[src/irqp_pkg.sv]
// Package with the register map, field positions and sizes of the priority and enable slice.
package irqp_pkg;
	localparam int NUM_CORE = 7;
	localparam int NUM_EXT = 8;
	localparam int NUM_SRC = NUM_CORE + NUM_EXT;
	localparam int VEC_W = 4;
	localparam logic [7:0] ADDR_PRIO_HIGH = 8'h84;
	localparam logic [7:0] ADDR_PRIO_LOW = 8'hb8;
	localparam logic [7:0] ADDR_EXT_ENABLE_ONE = 8'he6;
	localparam logic [6:0] PRIO_LOW_RESET = 7'h00;
	localparam logic [6:0] PRIO_HIGH_RESET = 7'h00;
	localparam logic [7:0] EXT_ENABLE_RESET = 8'h00;
	localparam logic UNUSED_READ_VALUE = 1'b1;
	localparam int UNUSED_BIT = 7;
	localparam int SERIAL_PERIPH_BIT = 6;
	localparam int TIMER_TWO_BIT = 5;
	localparam int UART_BIT = 4;
	localparam int TIMER_ONE_BIT = 3;
	localparam int EXT_ONE_BIT = 2;
	localparam int TIMER_ZERO_BIT = 1;
	localparam int EXT_ZERO_BIT = 0;
	localparam int TIMER_THREE_EN_BIT = 7;
	localparam int RESERVED_EN_BIT = 6;
	localparam int COMPARATOR_EN_BIT = 5;
	localparam int COUNTER_ARRAY_EN_BIT = 4;
	localparam int ADC_DONE_EN_BIT = 3;
	localparam int ADC_WINDOW_EN_BIT = 2;
	localparam int PORT_MATCH_EN_BIT = 1;
	localparam int SMBUS_ZERO_EN_BIT = 0;
endpackage : irqp_pkg

[src/irqp_resolver.sv]
// Combinational search for the highest priority pending source, lowest vector on a tie.
`timescale 1ns/100ps
`default_nettype none
module irqp_resolver #(
	parameter int NUM = 15,
	parameter int IDW = 4
) (
	input wire logic [NUM-1:0] pending, // Masked requests, one per vector.
	input wire logic [2*NUM-1:0] levels, // Two-bit level per vector, vector 0 lowest.
	output logic found, // Some request is pending.
	output logic [IDW-1:0] bestId, // Vector of the winner.
	output logic [1:0] bestLevel // Level of the winner.
);
	always_comb
	begin
		found = 1'b0;
		bestId = '0;
		bestLevel = 2'b00;
		// Walking downward with >= lets the lowest vector win among equal levels.
		for (int i = NUM - 1; i >= 0; i--)
		begin
			if (pending[i] && (!found || levels[2*i +: 2] >= bestLevel))
			begin
				found = 1'b1;
				bestId = IDW'(i);
				bestLevel = levels[2*i +: 2];
			end
		end
	end
endmodule : irqp_resolver
`default_nettype wire

[src/irqp_regs.sv]
// Interrupt priority low and high registers, first extended enable register and request selection.
//
// Notes on behaviour
// Top bit of both priority registers reads one and ignores writes.
// Priority-low bits 6..0: serial, timer 2, UART, timer 1, ext 1, timer 0, ext 0.
// Priority-high bits 6..0 give the upper priority bit, same order.
// Extended enable bit 7 passes timer 3 low or high overflow requests.
// Extended enable bit 5 passes comparator rise or fall requests.
// Extended enable bit 4 gates every counter array request.
// Extended enable bit 3 gates the ADC conversion-done request.
// Extended enable bit 2 gates the ADC window-compare request.
// Extended enable bit 1 gates port match requests.
// Extended enable bit 0 gates first SMBus requests.
// Software writes zero to extended enable bit 6.
// Priority registers sit at 0xB8 and 0x84 and accept single-bit writes.
// Global enable clear blocks every source; set lets each mask decide.
// Level is high bit then low bit; higher level preempts lower service.
// All priority and enable bits are zero after reset.
`timescale 1ns/100ps
`default_nettype none
module irqp_regs #(
	parameter int NUM_CORE = irqp_pkg::NUM_CORE,
	parameter int NUM_EXT = irqp_pkg::NUM_EXT
) (
	input wire logic core_clk, // System clock.
	input wire logic rstn, // Asynchronous reset, active low.
	input wire logic [7:0] sfrAddr, // Special-function register address, same on every page.
	input wire logic sfrWrite, // Byte write strobe.
	input wire logic [7:0] sfrWdata, // Byte write data.
	input wire logic sfrRead, // Byte read strobe.
	input wire logic bitWrite, // Single-bit write strobe at sfrAddr.
	input wire logic [2:0] bitIndex, // Bit position of a single-bit write.
	input wire logic bitValue, // Value of a single-bit write.
	output logic [7:0] sfrRdata, // Read data, valid the cycle after sfrRead.
	input wire logic globalIrqEnable, // Global enable from the core enable register.
	input wire logic [NUM_CORE-1:0] coreReq, // Core source requests, vector order.
	input wire logic [NUM_CORE-1:0] coreEnable, // Core source individual enables.
	input wire logic timerThreeLowOverflow, // Timer 3 low overflow flag.
	input wire logic timerThreeHighOverflow, // Timer 3 high overflow flag.
	input wire logic comparatorRiseFlag, // Comparator rising edge flag.
	input wire logic comparatorFallFlag, // Comparator falling edge flag.
	input wire logic counterArrayReq, // Any counter array request.
	input wire logic adcDoneFlag, // ADC conversion done flag.
	input wire logic adcWindowFlag, // ADC window compare flag.
	input wire logic portMatchReq, // Port match event.
	input wire logic smbusZeroReq, // First SMBus request.
	input wire logic [2*NUM_EXT-1:0] extPrio, // Levels of extended sources, by enable bit.
	input wire logic serviceActive, // Core is inside a handler.
	input wire logic [1:0] serviceLevel, // Level of the handler in service.
	output logic irqRequest, // Request to the core, level.
	output logic [irqp_pkg::VEC_W-1:0] irqVector, // Vector number of the request.
	output logic [1:0] irqLevel, // Level of the request.
	output logic [7:0] extEnableOut // Current extended enable register.
);
	localparam int NUM_SRC = NUM_CORE + NUM_EXT;

	logic [NUM_CORE-1:0] prioLow_reg;
	logic [NUM_CORE-1:0] prioHigh_reg;
	logic [7:0] extEnable_reg;
	logic [7:0] sfrRdata_reg;
	logic irqRequest_reg;
	logic [irqp_pkg::VEC_W-1:0] irqVector_reg;
	logic [1:0] irqLevel_reg;
	logic [NUM_EXT-1:0] extRaw;
	logic [NUM_EXT-1:0] extPending;
	logic [NUM_CORE-1:0] corePending;
	logic [NUM_SRC-1:0] allPending;
	logic [2*NUM_SRC-1:0] allLevels;
	logic found;
	logic [irqp_pkg::VEC_W-1:0] bestId;
	logic [1:0] bestLevel;
	logic hitLow;
	logic hitHigh;
	logic hitExt;

	assign hitLow = (sfrAddr == irqp_pkg::ADDR_PRIO_LOW);
	assign hitHigh = (sfrAddr == irqp_pkg::ADDR_PRIO_HIGH);
	assign hitExt = (sfrAddr == irqp_pkg::ADDR_EXT_ENABLE_ONE);

	// Byte writes drop bit 7; single-bit writes to bit 7 are ignored.
	always_ff @(posedge core_clk or negedge rstn)
	begin
		if (!rstn)
		begin
			prioLow_reg <= irqp_pkg::PRIO_LOW_RESET;
		end
		else if (sfrWrite && hitLow)
		begin
			prioLow_reg <= sfrWdata[NUM_CORE-1:0];
		end
		else if (bitWrite && hitLow && bitIndex != 3'(irqp_pkg::UNUSED_BIT))
		begin
			prioLow_reg[bitIndex] <= bitValue;
		end
	end

	always_ff @(posedge core_clk or negedge rstn)
	begin
		if (!rstn)
		begin
			prioHigh_reg <= irqp_pkg::PRIO_HIGH_RESET;
		end
		else if (sfrWrite && hitHigh)
		begin
			prioHigh_reg <= sfrWdata[NUM_CORE-1:0];
		end
		else if (bitWrite && hitHigh && bitIndex != 3'(irqp_pkg::UNUSED_BIT))
		begin
			prioHigh_reg[bitIndex] <= bitValue;
		end
	end

	// The extended enable register is not bit-addressable; only byte writes land.
	always_ff @(posedge core_clk or negedge rstn)
	begin
		if (!rstn)
		begin
			extEnable_reg <= irqp_pkg::EXT_ENABLE_RESET;
		end
		else if (sfrWrite && hitExt)
		begin
			extEnable_reg <= sfrWdata;
		end
	end

	// Unmapped addresses read as zero.
	always_ff @(posedge core_clk or negedge rstn)
	begin
		if (!rstn)
		begin
			sfrRdata_reg <= 8'h00;
		end
		else if (sfrRead)
		begin
			if (hitLow)
			begin
				sfrRdata_reg <= {irqp_pkg::UNUSED_READ_VALUE, prioLow_reg};
			end
			else if (hitHigh)
			begin
				sfrRdata_reg <= {irqp_pkg::UNUSED_READ_VALUE, prioHigh_reg};
			end
			else if (hitExt)
			begin
				sfrRdata_reg <= extEnable_reg;
			end
			else
			begin
				sfrRdata_reg <= 8'h00;
			end
		end
	end

	// Raw extended requests in enable-bit order; the reserved position never requests.
	always_comb
	begin
		extRaw = '0;
		extRaw[irqp_pkg::TIMER_THREE_EN_BIT] = timerThreeLowOverflow | timerThreeHighOverflow;
		extRaw[irqp_pkg::COMPARATOR_EN_BIT] = comparatorRiseFlag | comparatorFallFlag;
		extRaw[irqp_pkg::COUNTER_ARRAY_EN_BIT] = counterArrayReq;
		extRaw[irqp_pkg::ADC_DONE_EN_BIT] = adcDoneFlag;
		extRaw[irqp_pkg::ADC_WINDOW_EN_BIT] = adcWindowFlag;
		extRaw[irqp_pkg::PORT_MATCH_EN_BIT] = portMatchReq;
		extRaw[irqp_pkg::SMBUS_ZERO_EN_BIT] = smbusZeroReq;
	end

	// Each extended enable bit gates its own source.
	assign extPending = extRaw & extEnable_reg & {NUM_EXT{globalIrqEnable}};
	assign corePending = coreReq & coreEnable & {NUM_CORE{globalIrqEnable}};
	assign allPending = {extPending, corePending};

	// Extended bit b maps to vector NUM_CORE + b.
	genvar gi;
	generate
		for (gi = 0; gi < NUM_SRC; gi++)
		begin : g_level
			if (gi < NUM_CORE)
			begin : g_core
				assign allLevels[2*gi +: 2] = {prioHigh_reg[gi], prioLow_reg[gi]};
			end
			else
			begin : g_ext
				assign allLevels[2*gi +: 2] = extPrio[2*(gi-NUM_CORE) +: 2];
			end
		end
	endgenerate

	irqp_resolver #(
		.NUM(NUM_SRC),
		.IDW(irqp_pkg::VEC_W)
	) u_resolver (
		.pending(allPending),
		.levels(allLevels),
		.found(found),
		.bestId(bestId),
		.bestLevel(bestLevel)
	);

	// A handler in service is only interrupted by a strictly higher level.
	always_ff @(posedge core_clk or negedge rstn)
	begin
		if (!rstn)
		begin
			irqRequest_reg <= 1'b0;
			irqVector_reg <= '0;
			irqLevel_reg <= 2'b00;
		end
		else
		begin
			irqRequest_reg <= found && (!serviceActive || bestLevel > serviceLevel);
			irqVector_reg <= bestId;
			irqLevel_reg <= bestLevel;
		end
	end

	assign sfrRdata = sfrRdata_reg;
	assign irqRequest = irqRequest_reg;
	assign irqVector = irqVector_reg;
	assign irqLevel = irqLevel_reg;
	assign extEnableOut = extEnable_reg;
endmodule : irqp_regs
`default_nettype wire

[config.mk]
export PLATFORM = sky130hd
export DESIGN_NAME = irqp_regs
export DESIGN_NICKNAME = d
export VERILOG_FILES = /design/src/irqp_pkg.sv /design/src/irqp_resolver.sv /design/src/irqp_regs.sv
export SDC_FILE = /design/constraint.sdc
export NUM_CORES = 1
export LEC_CHECK = 0
export BUFFER_PORTS_ARGS = -buffer_cell sky130_fd_sc_hd__buf_2
export CORE_MARGIN = 2
export CORE_UTILIZATION = 37
export DETAILED_ROUTE_END_ITERATION = 6
export GPL_ROUTABILITY_DRIVEN = 0
export SETUP_SLACK_MARGIN = 0.15
export SKIP_CTS_REPAIR_TIMING = 1
export SLEW_MARGIN = 20
export SYNTH_ARGS = -nofsm -noshare
export SYNTH_HDL_FRONTEND = slang
export SYNTH_HIERARCHICAL = 1
export SYNTH_SLANG_ARGS = --single-unit
[constraint.sdc]
create_clock -name core_clk -period 17.5 [get_ports core_clk]
set_input_delay 3.5 -clock core_clk [delete_from_list [all_inputs] [get_ports core_clk]]
set_output_delay 3.5 -clock core_clk [all_outputs]
set_load 0.05 [all_outputs]
# == Yosys cells after proc, flatten, opt, wreduce, memory -nomap -nowiden ==
# Cells that the tools add are included.
# op_classes
n_lt_le_gt_ge,17
mux,56
eq_ne,4
bitwise_logic,6
n_reduce_logical,55
# ops
op,count
$mux W4,15
$mux W2,15
$ge A2 B2 Y1,14
$mux W7,4
$eq A8 B8 Y1 const B,3
$mux W8,3
$logic_and A1 B1 Y1,23
$and A8 B8 Y8,2
$mux W1,16
$logic_not A1 Y1,15
$logic_or A1 B1 Y1,15
$and A7 B7 Y7,2
$bwmux W7,2
$lt A3 B4 Y1 const B,1
$reduce_bool A2 Y1,2
$demux W1 S3,1
$ge A3 B1 Y1 const B,1
$ne A3 B3 Y1 const B,1
$gt A2 B2 Y1,1
$or A1 B1 Y1,2
# word_totals
out_inout_bits,23
regBits,37
elab_cells,145
inputBits,68

# == Logic depth before layout (Yosys ltp) ==
# logic_depth
word_depth,63
depth_mapped,99

# == Modules after synthesis ==
# The synthesis kept the hierarchy.
# by_module_without_submodules
module,seq_area_each_um2,n_inst,cells_per_inst,area_per_inst_um2
irqp_regs,925.9,1,193,1948.1
irqp_resolver,0.0,1,225,1525.2

# == Worst setup path after synthesis ==
# OpenSTA, ideal clock, no wires.
# synth_path
path_type,in2reg
from,in globalIrqEnable
to,"reg irqRequest_reg, in the netlist irqRequest"
cell_stages,92
setup_time_ps,129
setup_slack_ps,-1689
arrival_ps,19061
required_ps,17371
path_cell_list,clkbuf_1 > o211a_1 > and2_1 > o221ai_1 > o21ai_0 > ha_1 > nand2b_1 > a211oi_1 > o221ai_1 > o21a_1 > ha_1 > nand2b_1 > a221oi_1 > nor2_1 > a311oi_2 > inv_1 > ha_1 > a21oi_1 > (+56 left out) > ha_1 > nand2b_1 > a21oi_1 > nand2_1 > nand2_1 > o21ai_0 > o22ai_1 > ha_1 > nand2b_1 > a21oi_1 > o21ai_0 > nand2_1 > nor2_1 > a21oi_1 > ha_1 > nor2b_1 > o21ai_0 > a21boi_0
# synth_between
elab_chain_cells,61
# synth_rtl
element,line_no,text
start: declaration,irqp_regs.sv:35,"input wire logic globalIrqEnable,"
$and A8 B8 Y8 *,irqp_regs.sv:168,assign extPending = extRaw & extEnable_reg & {NUM_EXT{globalIrqEnable}};
named net extPending[7],irqp_regs.sv:65,logic [NUM_EXT-1:0] extPending;
$mux W2 or $mux W1 (tied branches),irqp_resolver.sv:22,if (pending[i] && (!found || levels[2*i +: 2] >= bestLevel))
$ge A2 B2 Y1 or $logic_not A1 Y1 (tied branches),irqp_resolver.sv:22,
$logic_or A1 B1 Y1,irqp_resolver.sv:22,
$logic_and A1 B1 Y1,irqp_resolver.sv:22,
$mux W2 or $mux W1 (tied branches),irqp_resolver.sv:22,
$ge A2 B2 Y1 or $logic_not A1 Y1 (tied branches),irqp_resolver.sv:22,
(+47 left out),n/a,
$ge A2 B2 Y1 or $logic_not A1 Y1 (tied branches),irqp_resolver.sv:22,
$logic_or A1 B1 Y1,irqp_resolver.sv:22,
$logic_and A1 B1 Y1,irqp_resolver.sv:22,
$mux W2 *,irqp_resolver.sv:22,
named net bestLevel[1],irqp_regs.sv:71,logic [1:0] bestLevel;
$gt A2 B2 Y1 *,irqp_regs.sv:210,irqRequest_reg <= found && (!serviceActive || bestLevel > serviceLevel);
$logic_or A1 B1 Y1 *,irqp_regs.sv:210,
$logic_and A1 B1 Y1 *,irqp_regs.sv:210,
end signal: assignment,irqp_regs.sv:210,
end: declaration,irqp_regs.sv:61,logic irqRequest_reg;
# Mark *: on every way through the listed nets, which the timed path passes. The rest lies on a longest branch.
# A chain may end at the register's enable or synchronous reset.

# == Worst setup path in the final report ==
# layout_path
from,in timerThreeHighOverflow
to,"reg irqVector_reg, in the netlist irqVector[3]"
# layout_between
elab_chain_cells,60
# layout_rtl
element,line_no,text
start: declaration,irqp_regs.sv:39,"input wire logic timerThreeHighOverflow,"
$or A1 B1 Y1 *,irqp_regs.sv:158,extRaw[irqp_pkg::TIMER_THREE_EN_BIT] = timerThreeLowOverflow | timerThreeHighOverflow;
$and A8 B8 Y8 * (2 in series),irqp_regs.sv:168,
named net extPending[7],irqp_regs.sv:65,
$mux W2 or $mux W1 (tied branches),irqp_resolver.sv:22,
$ge A2 B2 Y1 or $logic_not A1 Y1 (tied branches),irqp_resolver.sv:22,
$logic_or A1 B1 Y1,irqp_resolver.sv:22,
$logic_and A1 B1 Y1,irqp_resolver.sv:22,
$mux W2 or $mux W1 (tied branches),irqp_resolver.sv:22,
(+45 left out),n/a,
$logic_or A1 B1 Y1,irqp_resolver.sv:22,
$logic_and A1 B1 Y1,irqp_resolver.sv:22,
$mux W2 or $mux W1 (tied branches),irqp_resolver.sv:22,
$ge A2 B2 Y1 or $logic_not A1 Y1 (tied branches),irqp_resolver.sv:22,
$logic_or A1 B1 Y1,irqp_resolver.sv:22,
$logic_and A1 B1 Y1,irqp_resolver.sv:22,
$mux W4 *,irqp_resolver.sv:22,
named net bestId (one bit),irqp_regs.sv:70,logic [irqp_pkg::VEC_W-1:0] bestId;
end signal: assignment,irqp_regs.sv:211,irqVector_reg <= bestId;
end: declaration,irqp_regs.sv:62,logic [irqp_pkg::VEC_W-1:0] irqVector_reg;
# Marked as above.

==> impl_metrics.csv <==
group,metric,value,unit
outcome,status,"finished with violations",
outcome,failed_checks,"setup timing",
logic_synthesis,syn_area_per_cell,8.31,um^2
critical_path,cp_top_family,"compound AO/OA/AOI/OAI gates",
sta,max_slew_margin,42.4,%
worst_hold_path,hold_class,"flop to flop",
die,ios,91,
route,viasPerCell,5.63,
clock_tree,clkSlewWorstSetupHoldPaths,0.09,ns
route,ant_nets,0,
die,die_x,101,um
critical_path,crit_path_start_kind,"input pin",
route,drtPass1Iterations,4,
critical_path,crit_slowest_cell,"or4_4",
route,drtIter0Drc,176,
critical_path,r2r_cells,90,
placement,dp_cells,671,
sta,holdWs,0.499,ns
sta,fin_crit_sh,106,%
finish,final_area,5130,um^2
critical_path,cp.required,17.74,ns
sta,finalSetupViolations,7,
logic_synthesis,ys.warnings.count,6,
route,vias,3883,
sta,period_needed,18.53,ns
sta,worst_pin_slew,0.864,ns
die,dieArea,10200,um^2
finish,diodes,0,
logic_synthesis,synthCells,418,
placement,port_buffers,90,
critical_path,crit_arrival,18.77,ns
finish,final_nets,670,
route,wl,11.3,mm
worst_hold_path,min_path_cells,1,
sta,finalSetupTns,-4.57,ns
clock_tree,ctsHtreeMaxLevel,2,
clock_tree,numCtsBuffers,5,
global_routing,antenna_found_initial,0,
global_routing,grt_pass1_vias,3649,
global_routing,grt_max_degree,38,
global_routing,grt.overflow.total,0,
logic_synthesis,async_reset_ff_share,100,%
critical_path,critPathMaxFanout,6,
finish,stdcell_count,690,
critical_path,reg2reg_to,"irqVector[3]",
power_and_ir_drop,ir_drop,36.4,uV
placement,place_area,4730,um^2
logic_synthesis,synth_cell_type_count,68,
global_routing,track_usage,21.6,%
route,post-route-drc-count,0,
critical_path,cp.depth,91,
critical_path,r2r-start,"extEnableOut[7]",
sta,maxSlewViolCount,0,
die,fp.dieH,101,um
die,num_rows,35,
critical_path,critical_path.max_stage_delay,0.55,ns
clock_tree,cts_tree,"done",
sta,max_freq,54.0,MHz
logic_synthesis,syn-cell-area,3470,um^2
clock_tree,root_buffer,"clkbuf_8",
route,wire_per_inst,16.3,um
clock_tree,insertion_delay,0.30,ns
die,initial_core_util,37.9,%
clock_tree,clockBufferDepth,2,
logic_synthesis,synth_ff_type,"dfrtp_1",
critical_path,ff2ff_setup_slack,1.92,ns
critical_path,critPathCapture,"irqVector[3]",
finish,final_common_cell,"buf_2",
critical_path,cp-end-kind,"flop",
finish,area_growth,47.7,%
critical_path,path_class,"input pin to flop",
finish,drive_gt1_share,46.3,%
logic_synthesis,synth_edf_count,0,
critical_path,critPathLaunch,"timerThreeHighOverflow",
job,drv_cap,0,
sta,rsz0062_at_grt,"true",
logic_synthesis,synth-seq-cells,37,
critical_path,cp_num_buf_inv,3,
die,core-area,9150,um^2
finish,layout_common_cells,"89 x buf_2, 67 x buf_4, 42 x a21oi_1",
logic_synthesis,yosysSeqAreaShare,26.7,%
sta,finClkSkew,0.00757,ns
clock_tree,clock_sinks,37,
power_and_ir_drop,p_per_area,56.0,nW/um^2
sta,setup_slack,-1.03,ns
power_and_ir_drop,leakage,2.44,nW
sta,report.final.hold_viol_count,0,
placement,hpwl,8.64,mm
global_routing,grt_pass1_wl,17.4,mm
-- synth_stat cells, drive strengths merged, types with 4 or more instances --
library cell   n  area, um^2
o211ai         5        37.5
nand3          7        35.0
nor4b          4        80.1
nor3           5        25.0
o31ai          4        30.0
inv           35         131
nor2b         11        68.8
a211oi         9        67.6
o21ai         22         110
a21oi         50         254
ha            24         300
a21o           7        52.6
o21a           4        30.0
a221oi         4        41.3
o221a          8        98.9
buf            4        26.3
and3          18         113
nand2b        17         106
and2           8        50.1
mux2          10         113
a31oi          4        25.0
nor2          38         143
dfrtp         37         926
o221ai         4        35.0
clkbuf         6        22.5
nand2         21        78.8
-- where the power goes --
| part | switching, W | internal (W) |
|---|---|---|
| registers | 0.00000677 | 0.0000926 |
| logic | 0.0000681 | 0.0000542 |
| clock network | 0.0000369 | 0.0000288 |
| total | 0.000112 | 0.000176 |
-- worst min path at each step --
stage / startpoint / to / slack [ns]
final: sfrRdata[7] / sfrRdata[7] / 0.50
after global routing: sfrRdata[7] / sfrRdata[7] / 0.53
after detailed placement: sfrRdata[7] / sfrRdata[7] / 0.48
after CTS: sfrRdata[7] / sfrRdata[7] / 0.50
after floorplan: prioHigh_reg[3] / prioHigh_reg[3] / 0.50
after global placement: sfrRdata[7] / sfrRdata[7] / 0.48
-- worst register-to-register path: cells and delay by family, from the launching register on --
family          cells  cell delay [ns]
mux                 1             0.34
flops               1             0.42
simple gates       36             5.49
compound gates     38             5.75
fa+ha+maj          13             3.34
buf+inv             2             0.18
-- stage by stage --
stage | power, W | setup slack, ns | util, %
6_report | 0.000287 | -1.03 | 56.0
5_1_grt | 0.000303 | -1.94 | 56.0
4_1_cts | 0.000276 | -1.09 | 52.7
3_5_place_dp | 0.000210 | -1.37 | 51.6
3_3_place_gp | 0.000207 | -0.948 | 51.6
2_1_floorplan | 0.000171 | -0.931 | -
-- cell families (layout without fill, tap and decap cells) --
kind of cell	count (synthesis)	count (layout)	synth area share, %
AND/OR/NAND/NOR	152	152	25.3
AO/OA/AOI/OAI	146	146	29.6
buffers and inverters	45	202	5.19
flip-flops	37	37	26.7
adder cells (fa/ha/maj)	25	25	8.93
multiplexers	12	12	4.18
other	1	5	0.108
-- area by class of cell --
cell class | count | area, um^2
fillers | 847 | 4020
flip-flops and latches | 37 | 926
clock buffers | 5 | 68.8
multi-input cells | 340 | 2860
repair buffers | 159 | 982
clock inverters | 3 | 25.0
inverters | 35 | 131
well taps | 111 | 139
-- metal layers --
metal,up-vias,share of wire [%],track usage [%]
met5,-,0,0
met4,0,1.9,6.76
met3,17,5.1,3.47
met2,117,50,36.9
met1,1869,43,27.9
li1,1880,-,-
Note: power is estimated with default switching activity, not from simulation.
